`src/pkg/tao_defs.vh`:
```
// Constants for the thermal alarm output block: register addresses,
// field positions, reset values and timing counts.
// Assumes an 8-bit register space reached through the serial interface.
`ifndef TAO_DEFS_VH
`define TAO_DEFS_VH

// ****************************************************************
// Register write addresses
// ****************************************************************
`define TAO_WA_CONFIG       8'h09
`define TAO_WA_LOC_HIGH     8'h0B
`define TAO_WA_LOC_LOW      8'h0C
`define TAO_WA_REM_HIGH     8'h0D
`define TAO_WA_REM_LOW      8'h0E
`define TAO_WA_ONE_SHOT     8'h0F
`define TAO_WA_REM_FS_LIM   8'h19
`define TAO_WA_LOC_FS_LIM   8'h20
`define TAO_WA_FS_HYST      8'h21
`define TAO_WA_CONSEC       8'h22

// ****************************************************************
// Register read addresses
// ****************************************************************
`define TAO_RA_STATUS       8'h02
`define TAO_RA_CONFIG       8'h03
`define TAO_RA_FS_HYST      8'h21
`define TAO_RA_CONSEC       8'h22

// ****************************************************************
// Field positions
// ****************************************************************
`define TAO_CFG_MASK_BIT    7
`define TAO_CFG_STANDBY_BIT 6
`define TAO_CFG_PINMODE_BIT 5
`define TAO_CON_TMO_EN_BIT  7
`define TAO_ST_LOC_HIGH     6
`define TAO_ST_LOC_LOW      5
`define TAO_ST_REM_HIGH     4
`define TAO_ST_REM_LOW      3
`define TAO_ST_OPEN         2

// ****************************************************************
// Reset values
// ****************************************************************
`define TAO_RST_CONFIG      8'h00
`define TAO_RST_LOC_HIGH    8'h55
`define TAO_RST_LOC_LOW     8'h00
`define TAO_RST_REM_HIGH    8'h55
`define TAO_RST_REM_LOW     8'h00
`define TAO_RST_FS_LIM      8'h6C
`define TAO_RST_FS_HYST     8'h0A
`define TAO_RST_CONSEC      8'h01

// ****************************************************************
// Timing
// ****************************************************************
`define TAO_CLK_KHZ         40000
`define TAO_BUS_TMO_MS      25
`define TAO_BUS_TMO_CYC     (`TAO_BUS_TMO_MS * `TAO_CLK_KHZ)

`endif

```
`src/logic/tao_alarm_top.v`:
```
// Alarm and fail-safe output logic of a two-channel temperature monitor.
// Assumes an upstream serial engine decodes register accesses and the
// alert response read, and a converter that reports each result.
`timescale 1ns/1ps
`include "tao_defs.vh"

module tao_alarm_top #(
   parameter       W           = 8,
   parameter [6:0] DEV_ADDR    = 7'h4C,
   parameter       TMO_CYCLES  = `TAO_BUS_TMO_CYC
) (
   // Clock and reset
   input  wire         clock_in,
   input  wire         resetn_in,
   // Decoded register writes
   input  wire         wr_stb_in,
   input  wire [7:0]   wr_addr_in,
   input  wire [7:0]   wr_data_in,
   // Decoded register reads
   input  wire         rd_stb_in,
   input  wire [7:0]   rd_addr_in,
   output reg  [7:0]   rd_data_out,
   // Alert response read
   input  wire         ara_req_in,
   input  wire         ara_lost_in,
   input  wire         ara_done_in,
   output wire         ara_ack_out,
   output reg  [7:0]   ara_byte_out,
   // Bus activity for timeout
   input  wire         bus_busy_in,
   input  wire         bus_edge_in,
   output reg          bus_timeout_out,
   // Converter
   output reg          conv_start_out,
   output reg          conv_abort_out,
   input  wire         conv_done_in,
   input  wire [W-1:0] local_temp_in,
   input  wire [W-1:0] remote_temp_in,
   input  wire         open_fault_in,
   // Open-drain pins
   output wire         alarm_pin_o_out,
   output wire         alarm_pin_oe_out,
   output wire         overtemp_failsafe_n_o_out,
   output wire         overtemp_failsafe_n_oe_out
);

   // ****************************************************************
   // Sequencer states
   // ****************************************************************
   localparam [1:0] S_IDLE = 2'b01;
   localparam [1:0] S_CONV = 2'b10;

   reg  [1:0]   state_q;
   reg          one_shot_q;
   reg  [7:0]   config_q;
   reg  [7:0]   consec_q;
   reg  [W-1:0] loc_high_q, loc_low_q, rem_high_q, rem_low_q;
   reg  [W-1:0] loc_fs_q, rem_fs_q, hyst_q;
   reg  [W-1:0] loc_val_q, rem_val_q;
   reg          open_seen_q;
   reg  [7:0]   status_q;
   reg          alert_q;
   reg          addr_fetched_q;
   reg  [31:0]  tmo_cnt_q;

   wire standby   = config_q[`TAO_CFG_STANDBY_BIT];
   wire masked    = config_q[`TAO_CFG_MASK_BIT];
   wire pin_fs2   = config_q[`TAO_CFG_PINMODE_BIT];
   wire tmo_en    = consec_q[`TAO_CON_TMO_EN_BIT];
   wire trig_wr   = wr_stb_in & (wr_addr_in == `TAO_WA_ONE_SHOT);
   wire limit_wr  = wr_stb_in & ((wr_addr_in == `TAO_WA_LOC_HIGH) |
                                 (wr_addr_in == `TAO_WA_LOC_LOW)  |
                                 (wr_addr_in == `TAO_WA_REM_HIGH) |
                                 (wr_addr_in == `TAO_WA_REM_LOW));
   wire stat_rd   = rd_stb_in & (rd_addr_in == `TAO_RA_STATUS);
   wire standby_abort = standby & ~one_shot_q;
   wire conv_end  = (state_q == S_CONV) & conv_done_in & ~standby_abort;

   // ****************************************************************
   // Configuration and limit registers
   // ****************************************************************
   always @(posedge clock_in) begin
      if (!resetn_in) begin
         config_q   <= `TAO_RST_CONFIG;
         consec_q   <= `TAO_RST_CONSEC;
         loc_high_q <= `TAO_RST_LOC_HIGH;
         loc_low_q  <= `TAO_RST_LOC_LOW;
         rem_high_q <= `TAO_RST_REM_HIGH;
         rem_low_q  <= `TAO_RST_REM_LOW;
         loc_fs_q   <= `TAO_RST_FS_LIM;
         rem_fs_q   <= `TAO_RST_FS_LIM;
         hyst_q     <= `TAO_RST_FS_HYST;
      end else if (wr_stb_in) begin
         case (wr_addr_in)
            `TAO_WA_CONFIG:     config_q   <= wr_data_in;
            `TAO_WA_CONSEC:     consec_q   <= wr_data_in;
            `TAO_WA_LOC_HIGH:   loc_high_q <= wr_data_in;
            `TAO_WA_LOC_LOW:    loc_low_q  <= wr_data_in;
            `TAO_WA_REM_HIGH:   rem_high_q <= wr_data_in;
            `TAO_WA_REM_LOW:    rem_low_q  <= wr_data_in;
            `TAO_WA_LOC_FS_LIM: loc_fs_q   <= wr_data_in;
            `TAO_WA_REM_FS_LIM: rem_fs_q   <= wr_data_in;
            `TAO_WA_FS_HYST:    hyst_q     <= wr_data_in;
            default: ;
         endcase
      end
   end

   // ****************************************************************
   // Conversion sequencer
   // ****************************************************************
   // Free-running unless in standby; a trigger write in standby runs
   // one pass and the sequencer falls back to idle.
   always @(posedge clock_in) begin
      if (!resetn_in) begin
         state_q        <= S_IDLE;
         one_shot_q     <= 1'b0;
         conv_start_out <= 1'b0;
         conv_abort_out <= 1'b0;
         open_seen_q    <= 1'b0;
      end else begin
         conv_start_out <= 1'b0;
         conv_abort_out <= 1'b0;
         case (state_q)
            S_IDLE: begin
               if (!standby || trig_wr) begin
                  one_shot_q     <= standby;
                  conv_start_out <= 1'b1;
                  open_seen_q    <= open_fault_in;
                  state_q        <= S_CONV;
               end
            end
            S_CONV: begin
               if (standby_abort) begin
                  conv_abort_out <= 1'b1;
                  state_q        <= S_IDLE;
               end else if (conv_done_in) begin
                  one_shot_q <= 1'b0;
                  state_q    <= S_IDLE;
               end
            end
            default: state_q <= S_IDLE;
         endcase
      end
   end

   // Value registers change only on a finished, unaborted conversion
   always @(posedge clock_in) begin
      if (!resetn_in) begin
         loc_val_q <= {W{1'b0}};
         rem_val_q <= {W{1'b0}};
      end else if (conv_end) begin
         loc_val_q <= local_temp_in;
         rem_val_q <= remote_temp_in;
      end
   end

   // ****************************************************************
   // Limit comparison and status
   // ****************************************************************
   wire [W-1:0] loc_t = conv_end ? local_temp_in  : loc_val_q;
   wire [W-1:0] rem_t = conv_end ? remote_temp_in : rem_val_q;
   reg  [7:0]   viol;

   always @* begin
      viol = 8'h00;
      viol[`TAO_ST_LOC_HIGH] = loc_t > loc_high_q;
      viol[`TAO_ST_LOC_LOW]  = loc_t <= loc_low_q;
      viol[`TAO_ST_REM_HIGH] = rem_t > rem_high_q;
      viol[`TAO_ST_REM_LOW]  = rem_t <= rem_low_q;
      viol[`TAO_ST_OPEN]     = open_seen_q;
   end

   // Limit-write check waits one cycle so it sees the new limit
   reg  limit_chk_q;
   wire eval = conv_end | limit_chk_q;

   always @(posedge clock_in) begin
      if (!resetn_in) begin
         limit_chk_q <= 1'b0;
      end else begin
         limit_chk_q <= limit_wr;
      end
   end

   // Set beats the read-clear in the same cycle
   always @(posedge clock_in) begin
      if (!resetn_in) begin
         status_q <= 8'h00;
      end else begin
         status_q <= (stat_rd ? 8'h00 : status_q) | (eval ? viol : 8'h00);
      end
   end

   // ****************************************************************
   // Maskable alarm and alert response
   // ****************************************************************
   wire cause_now = |(viol & ~(8'h01 << `TAO_ST_OPEN)) | open_seen_q;
   wire raise     = eval & (|viol) & ~masked;

   always @(posedge clock_in) begin
      if (!resetn_in) begin
         alert_q        <= 1'b0;
         addr_fetched_q <= 1'b0;
         ara_byte_out   <= 8'h00;
      end else begin
         if (ara_req_in && alert_q && !pin_fs2) begin
            ara_byte_out <= {DEV_ADDR, 1'b1};
         end
         if (raise) begin
            alert_q        <= 1'b1;
            addr_fetched_q <= 1'b0;
         end else if (alert_q) begin
            // A lost arbitration is not a fetch, alarm stays
            if (ara_done_in && !ara_lost_in) begin
               addr_fetched_q <= 1'b1;
            end
            if ((addr_fetched_q || (ara_done_in && !ara_lost_in)) &&
                !cause_now && (status_q == 8'h00 || stat_rd)) begin
               alert_q        <= 1'b0;
               addr_fetched_q <= 1'b0;
            end
         end
      end
   end

   // Host keeps re-reading while the shared line stays low
   assign ara_ack_out = ara_req_in & alert_q & ~pin_fs2;

   // ****************************************************************
   // Fail-safe comparators
   // ****************************************************************
   wire fs_loc, fs_rem, fs2_loc, fs2_rem;

   tao_hyst_cmp #(.W(W)) u_fs_loc (
      .clock_in  (clock_in),
      .resetn_in (resetn_in),
      .update_in (conv_end),
      .temp_in   (local_temp_in),
      .limit_in  (loc_fs_q),
      .hyst_in   (hyst_q),
      .trip_out  (fs_loc)
   );

   tao_hyst_cmp #(.W(W)) u_fs_rem (
      .clock_in  (clock_in),
      .resetn_in (resetn_in),
      .update_in (conv_end),
      .temp_in   (remote_temp_in),
      .limit_in  (rem_fs_q),
      .hyst_in   (hyst_q),
      .trip_out  (fs_rem)
   );

   tao_hyst_cmp #(.W(W)) u_fs2_loc (
      .clock_in  (clock_in),
      .resetn_in (resetn_in),
      .update_in (conv_end),
      .temp_in   (local_temp_in),
      .limit_in  (loc_high_q),
      .hyst_in   (hyst_q),
      .trip_out  (fs2_loc)
   );

   tao_hyst_cmp #(.W(W)) u_fs2_rem (
      .clock_in  (clock_in),
      .resetn_in (resetn_in),
      .update_in (conv_end),
      .temp_in   (remote_temp_in),
      .limit_in  (rem_high_q),
      .hyst_in   (hyst_q),
      .trip_out  (fs2_rem)
   );

   // ****************************************************************
   // Pin drive
   // ****************************************************************
   // Enables are flops; only the alarm enable is gated by config bits, so only the alarm pin also moves on config writes
   wire fs2_any = fs2_loc | fs2_rem;

   assign overtemp_failsafe_n_o_out  = 1'b0;
   assign overtemp_failsafe_n_oe_out = fs_loc | fs_rem;
   assign alarm_pin_o_out            = 1'b0;
   assign alarm_pin_oe_out           = pin_fs2 ? fs2_any : (alert_q & ~masked);

   // ****************************************************************
   // Bus timeout
   // ****************************************************************
   always @(posedge clock_in) begin
      if (!resetn_in) begin
         tmo_cnt_q       <= 32'h0000_0000;
         bus_timeout_out <= 1'b0;
      end else begin
         bus_timeout_out <= 1'b0;
         if (!tmo_en || !bus_busy_in || bus_edge_in) begin
            tmo_cnt_q <= 32'h0000_0000;
         end else if (tmo_cnt_q == TMO_CYCLES - 1) begin
            bus_timeout_out <= 1'b1;
            tmo_cnt_q       <= 32'h0000_0000;
         end else begin
            tmo_cnt_q <= tmo_cnt_q + 32'h0000_0001;
         end
      end
   end

   // ****************************************************************
   // Register read-back
   // ****************************************************************
   always @(posedge clock_in) begin
      if (!resetn_in) begin
         rd_data_out <= 8'h00;
      end else if (rd_stb_in) begin
         case (rd_addr_in)
            `TAO_RA_STATUS:  rd_data_out <= status_q;
            `TAO_RA_CONFIG:  rd_data_out <= config_q;
            `TAO_RA_FS_HYST: rd_data_out <= hyst_q;
            `TAO_RA_CONSEC:  rd_data_out <= consec_q;
            default:         rd_data_out <= 8'h00;
         endcase
      end
   end

endmodule // tao_alarm_top

```
`src/logic/tao_hyst_cmp.v`:
```
// One channel of a fail-safe comparator with release hysteresis.
// Assumes temp, limit and hysteresis are unsigned whole degrees.
`timescale 1ns/1ps

module tao_hyst_cmp #(
   parameter W = 8
) (
   // Clock and reset
   input  wire         clock_in,
   input  wire         resetn_in,
   // Evaluation strobe and operands
   input  wire         update_in,
   input  wire [W-1:0] temp_in,
   input  wire [W-1:0] limit_in,
   input  wire [W-1:0] hyst_in,
   // Tripped state
   output wire         trip_out
);

   reg          trip_q;
   wire [W:0]   release_lvl;
   wire         at_release;

   // Nine bits so a hysteresis above the limit never wraps
   assign release_lvl = {1'b0, limit_in} - {1'b0, hyst_in};
   assign at_release  = release_lvl[W] | ({1'b0, temp_in} <= release_lvl);

   always @(posedge clock_in) begin
      if (!resetn_in) begin
         trip_q <= 1'b0;
      end else if (update_in) begin
         if (temp_in > limit_in) begin
            trip_q <= 1'b1;
         end else if (at_release) begin
            trip_q <= 1'b0;
         end
      end
   end

   assign trip_out = trip_q;

endmodule // tao_hyst_cmp

```
`config.mk`:
```
export PLATFORM = sky130hd
export DESIGN_NAME = tao_alarm_top
export DESIGN_NICKNAME = d
export VERILOG_FILES = /design/src/logic/tao_alarm_top.v /design/src/logic/tao_hyst_cmp.v
export VERILOG_INCLUDE_DIRS = /design/src /design/src/pkg
export SDC_FILE = /design/constraint.sdc
export NUM_CORES = 1
export LEC_CHECK = 0
export BUFFER_PORTS_ARGS = -buffer_cell sky130_fd_sc_hd__buf_2
export CAP_MARGIN = 20
export CORE_ASPECT_RATIO = 1.75
export CORE_UTILIZATION = 55
export DETAILED_ROUTE_END_ITERATION = 7
export PLACE_DENSITY = 0.83
export SKIP_CTS_REPAIR_TIMING = 1
export SYNTH_ARGS = -nofsm -noshare
export SYNTH_HDL_FRONTEND = slang
export SYNTH_SLANG_ARGS = --single-unit
export TNS_END_PERCENT = 1
```
`constraint.sdc`:
```
create_clock -name clock_in -period 3.15 [get_ports clock_in]
set_input_delay 0.315 -clock clock_in [delete_from_list [all_inputs] [get_ports clock_in]]
set_output_delay 0.315 -clock clock_in [all_outputs]
set_load 0.02 [all_outputs]
```
==> results.md, run 1 <==
* Setup Skew at 0.00831 ns
* H-tree depth at 4
* Slowest stage cell, crit path: dfxtp_2
* Syn avg cell area at 8.81 um2
* MaxCap Viol Count at 0
* Unrepaired setup endpoints after global routing: yes
* Clock power frac at 46.8%
* FP Rows at 63
* Worst Hold Class: input port to register
* Most used cell, CP: a21oi_2
* Top-area cell type share of the netlist area at 30.7%
* Final Max Slew Viols at 0
* Min cycle time layout at 3.10 ns
* Drt total wl at 25,000 um
* Finished Cell Area at 11,100 um2
* Area growth from synthesis to layout at 15.2%
* CP Launch Type: register
* Via Count at 8,241
* Overall power at 4.33 mW
* M2 GR Usage at 50.6%
* Core area at 17,000 um2
* Antenna viol nets, final at 0
* Hold Slack at 0.142 ns
* Avg Vias per Cell at 5.84
* Nets at 1,356
* # setup viols final at 0
* Worst Setup End Kind: register
* Initial antenna violation count at 0
* Post-route worst setup slack at 0.0505 ns
* # DRC at 0
* Area after DPL at 10,300 um2
* EDFF count, synth at 0
* N_diodes at 0
* Post-synthesis sequential area ratio at 30.7%
* Top FF cell, synth: dfxtp_1
* Clk_lat worst skew at 0.44 ns
* Max incr delay on CP at 0.35 ns
* Largest net degree at the start of global routing at 42
* Dominant cells by area after synthesis: dfxtp_1 31%, ha_1 17%, mux2i_1 6.6%
* Worst slew pin tran at 0.740 ns
* Initial core utilization at 56.6%
* Dominant cell type by area after synthesis: dfxtp_1
* First-pass GRT wire length at 39,200 um
* First-pass detailed-route iteration total at 7
* Internal Power at 3.23 mW
* TNS Setup at 0 ns
* Post-synthesis async set-or-reset flop share at 0%
* CP required at 3.45 ns
* Max rail drop VDD at 0.402 mV
* Count of input and output buffers at 68
* GPL Wtd Cong at 0.903
* Achievable Freq at 323 MHz
* Total CTS buffers at 17
* Max reg flops at 32
* Clock root buffer: clkbuf_16
* Die Y at 177 um
* Status: finished, final reports clean
* Setup CP Type: register to register
* Met1 Use GR at 30.2%
* Most common cell after layout, fill and taps aside: dfxtp_1
* Most frequent cells in the layout: 146 x dfxtp_1, 122 x ha_1, 87 x inv_1
* GRT Total Usage at 28.2%
* Leakage at 4.85 nW
* Reg power frac at 44.0%
* Largest Register: tmo_cnt_q
* Vias in the first global route at 8,292
* Pre-CTS setup slack at -0.0550 ns
* Crit share post-route at 98.4%
* GR Overflow Total at 0
* Area of the die at 18,100 um2
* Switching Fraction at 25.4%
* Max_slew headroom at 50.1%
* DRT iter0 DRCs at 379
* Net switching power at 1.10 mW
* Ports at 75
* Crit path max fanout at 7
* Post-DP HPWL at 18,400 um
* Fraction of final layout cells sized beyond drive strength 1 at 17.6%
* Worst-path cell chain: clkinvlp_4 > buf_6 > ha_1 > a21oi_2 > o21ai_2 > a21o_1 > nand2_2 > a21oi_2 > xnor2_1 > ha_2 > nor4_2 > o21ai_1 > a21oi_1 > nor3_1 > o41a_1 > a31oi_1 > o21ai_0
* Met3 usage at 4.38%
* #FFs+latches synth at 148
* Critical Path AT at 3.40 ns
* Final hold viol count at 0
* Clk buf depth at 2
* Die width at 102 um
* Synthesis Warnings at 0
* Comb power frac at 9.3%
* GRT Max-Usage Layer: met2
* Cell Area, Synth at 9640 um2
* Clock sink count at 148
* Power Density at 390 nW/um2
* TritonCTS clock tree: yes
* Synth cell types at 60
* WL/cell at 17.7 um
* Cells after synthesis at 1,094
* Clk slew on worst S/H paths at 0.06 ns
-- worst paths after layout --
kind | end | from | depth (start not counted) | slack, ns
min | bus_timeout_out$_SDFF_PP0_ | bus_edge_in | 3 | 0.14
max reg2reg | u_fs2_rem.trip_out$_SDFFE_PN0P_ | hyst_q[1]$_SDFFE_PN1P_ | 17 | 0.05
min reg2reg | tmo_cnt_q[0]$_SDFF_PP0_ | tmo_cnt_q[0]$_SDFF_PP0_ | 1 | 0.48
max | u_fs2_rem.trip_out$_SDFFE_PN0P_ | hyst_q[1]$_SDFFE_PN1P_ | 17 | 0.05
-- cells by family after synthesis --
kind of cell	synth area share, %
simple gates	20.3
compound gates	12.5
fa+ha+maj	17.6
other cells	0.0389
buf+inv	5.69
mux	8.87
flops	30.7
xor+xnor	4.27
-- cell type report --
class                   count  area [um2]
well taps                 227         284
flip-flops and latches    148        2970
clock inverters            14         153
inverters                  88         334
clock buffers              18         429
multi-input cells         816        6320
repair buffers            101         616
fillers                  1402        5920
-- synth_stat cells, types with 3 or more instances --
master / number
dfxtp_1: 148
ha_1: 129
inv_1: 88
nor2b_1: 82
mux2i_1: 64
a21oi_1: 63
nand2_1: 59
nor2_1: 53
o21ai_0: 49
clkbuf_1: 35
nand4_1: 26
xnor2_1: 25
and2_1: 24
xor2_1: 22
nand3_1: 20
mux2_2: 19
nand2b_1: 18
and3_1: 15
nor4_1: 14
o211ai_1: 13
a21o_1: 11
nor3_1: 11
buf_4: 9
o21a_1: 8
a22oi_1: 7
o22ai_1: 7
or3_1: 6
or2_2: 5
a222oi_1: 4
a31oi_1: 4
fa_1: 4
o2111ai_1: 4
o21bai_1: 4
o31ai_1: 4
o41a_1: 4
and4_1: 3
nand3b_1: 3
-- power by group through the flow --
| stage | sequential, mW | combinational (mW) | clock [mW] |
|---|---|---|---|
| CTS | 1.90 | 0.383 | 2.04 |
| detailed placement | 1.94 | 0.376 | 0 |
| floorplan | 1.94 | 0.246 | 0 |
| global placement | 1.94 | 0.368 | 0 |
| global route | 1.90 | 0.438 | 2.11 |
| finish | 1.90 | 0.401 | 2.02 |
-- layer usage --
metal	part of all wire, %	vias up
li1	-	3988
met1	37	3902
met2	52	266
met3	5.1	85
met4	5.4	0
met5	0	-
-- critical path: cells and delay by family (launching register included) --
kind / cells / cell delay [ns]
AOI/OAI and AO/OA: 9 / 1.11
xor gates and xnor gates: 1 / 0.14
adders and majority gates: 2 / 0.49
buffers and inverters: 2 / 0.39
and+or+nand+nor: 3 / 0.47
DFF: 1 / 0.35
-- stage by stage --
| stage | utilization [%] | instances |
|---|---|---|
| after floorplan | - | 1099 |
| after global placement | 60.3 | 1372 |
| final | 65.2 | 1412 |
| after global routing | 65.2 | 1412 |
| after detailed placement | 60.3 | 1372 |
| after CTS | 63.7 | 1404 |
No activity file was read; power rests on OpenSTA's default activity.
==> inputs of run 2 (changes only) <==
--- a/config.mk
+++ b/config.mk
@@ -6,12 +6,12 @@
 export SDC_FILE = /design/constraint.sdc
 export NUM_CORES = 1
 export LEC_CHECK = 0
-export BUFFER_PORTS_ARGS = -buffer_cell sky130_fd_sc_hd__buf_2
+export BUFFER_PORTS_ARGS = -buffer_cell sky130_fd_sc_hd__clkbuf_2
 export CAP_MARGIN = 20
 export CORE_ASPECT_RATIO = 1.75
 export CORE_UTILIZATION = 55
 export DETAILED_ROUTE_END_ITERATION = 7
-export PLACE_DENSITY = 0.83
+export PLACE_DENSITY = 0.8
 export SKIP_CTS_REPAIR_TIMING = 1
 export SYNTH_ARGS = -nofsm -noshare
 export SYNTH_HDL_FRONTEND = slang
==> constraint.sdc (replaced) <==
create_clock -name clock_in -period 3.3 [get_ports clock_in]
set_input_delay 0.33 -clock clock_in [delete_from_list [all_inputs] [get_ports clock_in]]
set_output_delay 0.33 -clock clock_in [all_outputs]
set_load 0.02 [all_outputs]
==> run 2 against run 1 <==
Routed wire length is 1.9% lower. Utilization is 1.7 points lower. Sequential power is 5% lower. Clock power decreased by 7%. Largest power group unchanged. Critical path depth stayed put. Total power down 6.3%. Count of clock-buffer cells in the layout shrank 1. Critical endpoint unchanged. Die area unchanged. Clock skew rose by 0.0049 ns.
==> results.md, run 2 (synthesis results as in run 1) <==
* Status: finished, final reports clean
* M2 GR Usage at 49.8%
* Count of input and output buffers at 68
* Met3 usage at 4.90%
* Critical Path AT at 3.45 ns
* Area taken by multi-input logic gates at 6200 um2
* Net switching power at 1.10 mW
* Avg Vias per Cell at 5.87
* Leakage at 4.74 nW
* WL/cell at 17.6 um
* Worst-path cell chain: clkinvlp_4 > buf_4 > ha_1 > a21oi_1 > o21ai_1 > a21o_1 > nand2_1 > a21oi_1 > xnor2_1 > ha_1 > nor4_2 > o21ai_0 > a21oi_1 > nor3_1 > o41a_1 > a31oi_1 > o21ai_0
* # DRC at 0
* Unrepaired setup endpoints after global routing: yes
* Drt total wl at 24,500 um
* Antenna viol nets, final at 0
* Setup CP Type: register to register
* GR Overflow Total at 0
* Total CTS buffers at 17
* Nets at 1,338
* GRT Max-Usage Layer: met2
* Clk_lat worst skew at 0.43 ns
* Die width at 102 um
* Finished Cell Area at 10,800 um2
* Max incr delay on CP at 0.37 ns
* Final hold viol count at 0
* Largest net degree at the start of global routing at 36
* Max rail drop VDD at 0.446 mV
* Clock sink count at 148
* Worst slew pin tran at 0.873 ns
* Max_slew headroom at 41.5%
* Core area at 17,000 um2
* Area growth from synthesis to layout at 12.2%
* Min cycle time layout at 3.16 ns
* TritonCTS clock tree: yes
* Final Max Slew Viols at 0
* Internal Power at 2.95 mW
* Achievable Freq at 316 MHz
* Reg power frac at 44.8%
* Met1 Use GR at 30.3%
* Delay-heaviest family, CP: compound AO/OA/AOI/OAI gates
* Ports at 75
* Post-DP HPWL at 18,300 um
* Largest Register: tmo_cnt_q
* CP Launch Type: register
* Vias in the first global route at 8,408
* Setup Skew at 0.0132 ns
* Worst Hold Class: input port to register
* Crit path max fanout at 8
* Crit share post-route at 95.8%
* GRT Total Usage at 28.5%
* Area after DPL at 10,200 um2
* Via Count at 8,189
* Clk buf depth at 2
* Most common cell after layout, fill and taps aside: dfxtp_1
* Comb power frac at 9.1%
* WP buf/inv at 2
* Clk slew on worst S/H paths at 0.07 ns
* TNS Setup at 0 ns
* H-tree depth at 4
* # setup viols final at 0
* Max reg flops at 32
* Switching Fraction at 27.2%
* Most frequent cells in the layout: 146 x dfxtp_1, 129 x ha_1, 87 x inv_1
* MaxCap Viol Count at 0
* Power Density at 375 nW/um2
* Fill count at 1,453
* GPL Wtd Cong at 0.896
* First-pass GRT wire length at 39,700 um
* Fraction of final layout cells sized beyond drive strength 1 at 14.2%
* Clock power frac at 46.2%
* Reg area at 2970 um2
* CP required at 3.59 ns
* Initial core utilization at 56.6%
* Post-Layout Cell Count at 1,394
* Most used cell, CP: a21oi_1
* First-pass detailed-route iteration total at 7
* Initial antenna violation count at 0
* DRT iter0 DRCs at 290
* Worst Setup End Kind: register
* Overall power at 4.05 mW
* Placed Instances at 1,361
* FP Rows at 63
* N_diodes at 0
* Hold Slack at 0.148 ns
* Area of the die at 18,100 um2
* Die Y at 177 um
* Slowest stage cell, crit path: dfxtp_2
* Clock root buffer: clkbuf_16
## run 2: changes by cell type in the layout (fill, tap and decap cells not counted), sizes merged
cell | before | now
buf | 101 | 16
clkbuf | 18 | 84
clkinv | 7 | 4
bufinv | 2 | 0
inv | 91 | 97
## run 2: worst paths after layout
check | end | cells past startpoint | startpoint | slack, ns
max | u_fs2_rem.trip_out$_SDFFE_PN0P_ | 17 | hyst_q[1]$_SDFFE_PN1P_ | 0.14
max reg2reg | u_fs2_rem.trip_out$_SDFFE_PN0P_ | 17 | hyst_q[1]$_SDFFE_PN1P_ | 0.14
min | bus_timeout_out$_SDFF_PP0_ | 3 | bus_busy_in | 0.15
min reg2reg | tmo_cnt_q[0]$_SDFF_PP0_ | 1 | tmo_cnt_q[0]$_SDFF_PP0_ | 0.48
## run 2: cell type report
cell class / count / share of cell area, %
Clock buffer: 17 / 3.93
Tap cell: 227 / 2.63
Multi-Input combinational cell: 816 / 57.4
Clock inverter: 15 / 1.26
Sequential cell: 148 / 27.4
Inverter: 88 / 3.09
Timing Repair Buffer: 83 / 4.30
## run 2: power by group through the flow
stage / registers [mW] / clock network (mW) / logic [mW]
floorplan: 1.85 / 0 / 0.234
global placement: 1.85 / 0 / 0.347
detailed placement: 1.85 / 0 / 0.357
CTS: 1.81 / 1.89 / 0.361
global route: 1.82 / 1.96 / 0.406
finish: 1.81 / 1.87 / 0.368
## run 2: tightest hold or removal path, cell delays in order
cell and delay (ns):
clkbuf_2 0.08, nand4b_1 0.08, nor2_1 0.04
## run 2: layer usage
| layer | part of all wire [%] | vias up |
|---|---|---|
| met2 | 51 | 263 |
| li1 | - | 3955 |
| met3 | 4.9 | 114 |
| met4 | 6.5 | 0 |
| met1 | 38 | 3857 |
| met5 | 0 | - |
## run 2: stage by stage
stage | util (%) | setup slack [ns]
6_report | 63.5 | 0.140
2_1_floorplan | - | 0.124
4_1_cts | 63.1 | 0.0176
3_3_place_gp | 59.8 | 0.112
3_5_place_dp | 59.8 | 0.0296
5_1_grt | 63.5 | -0.0825
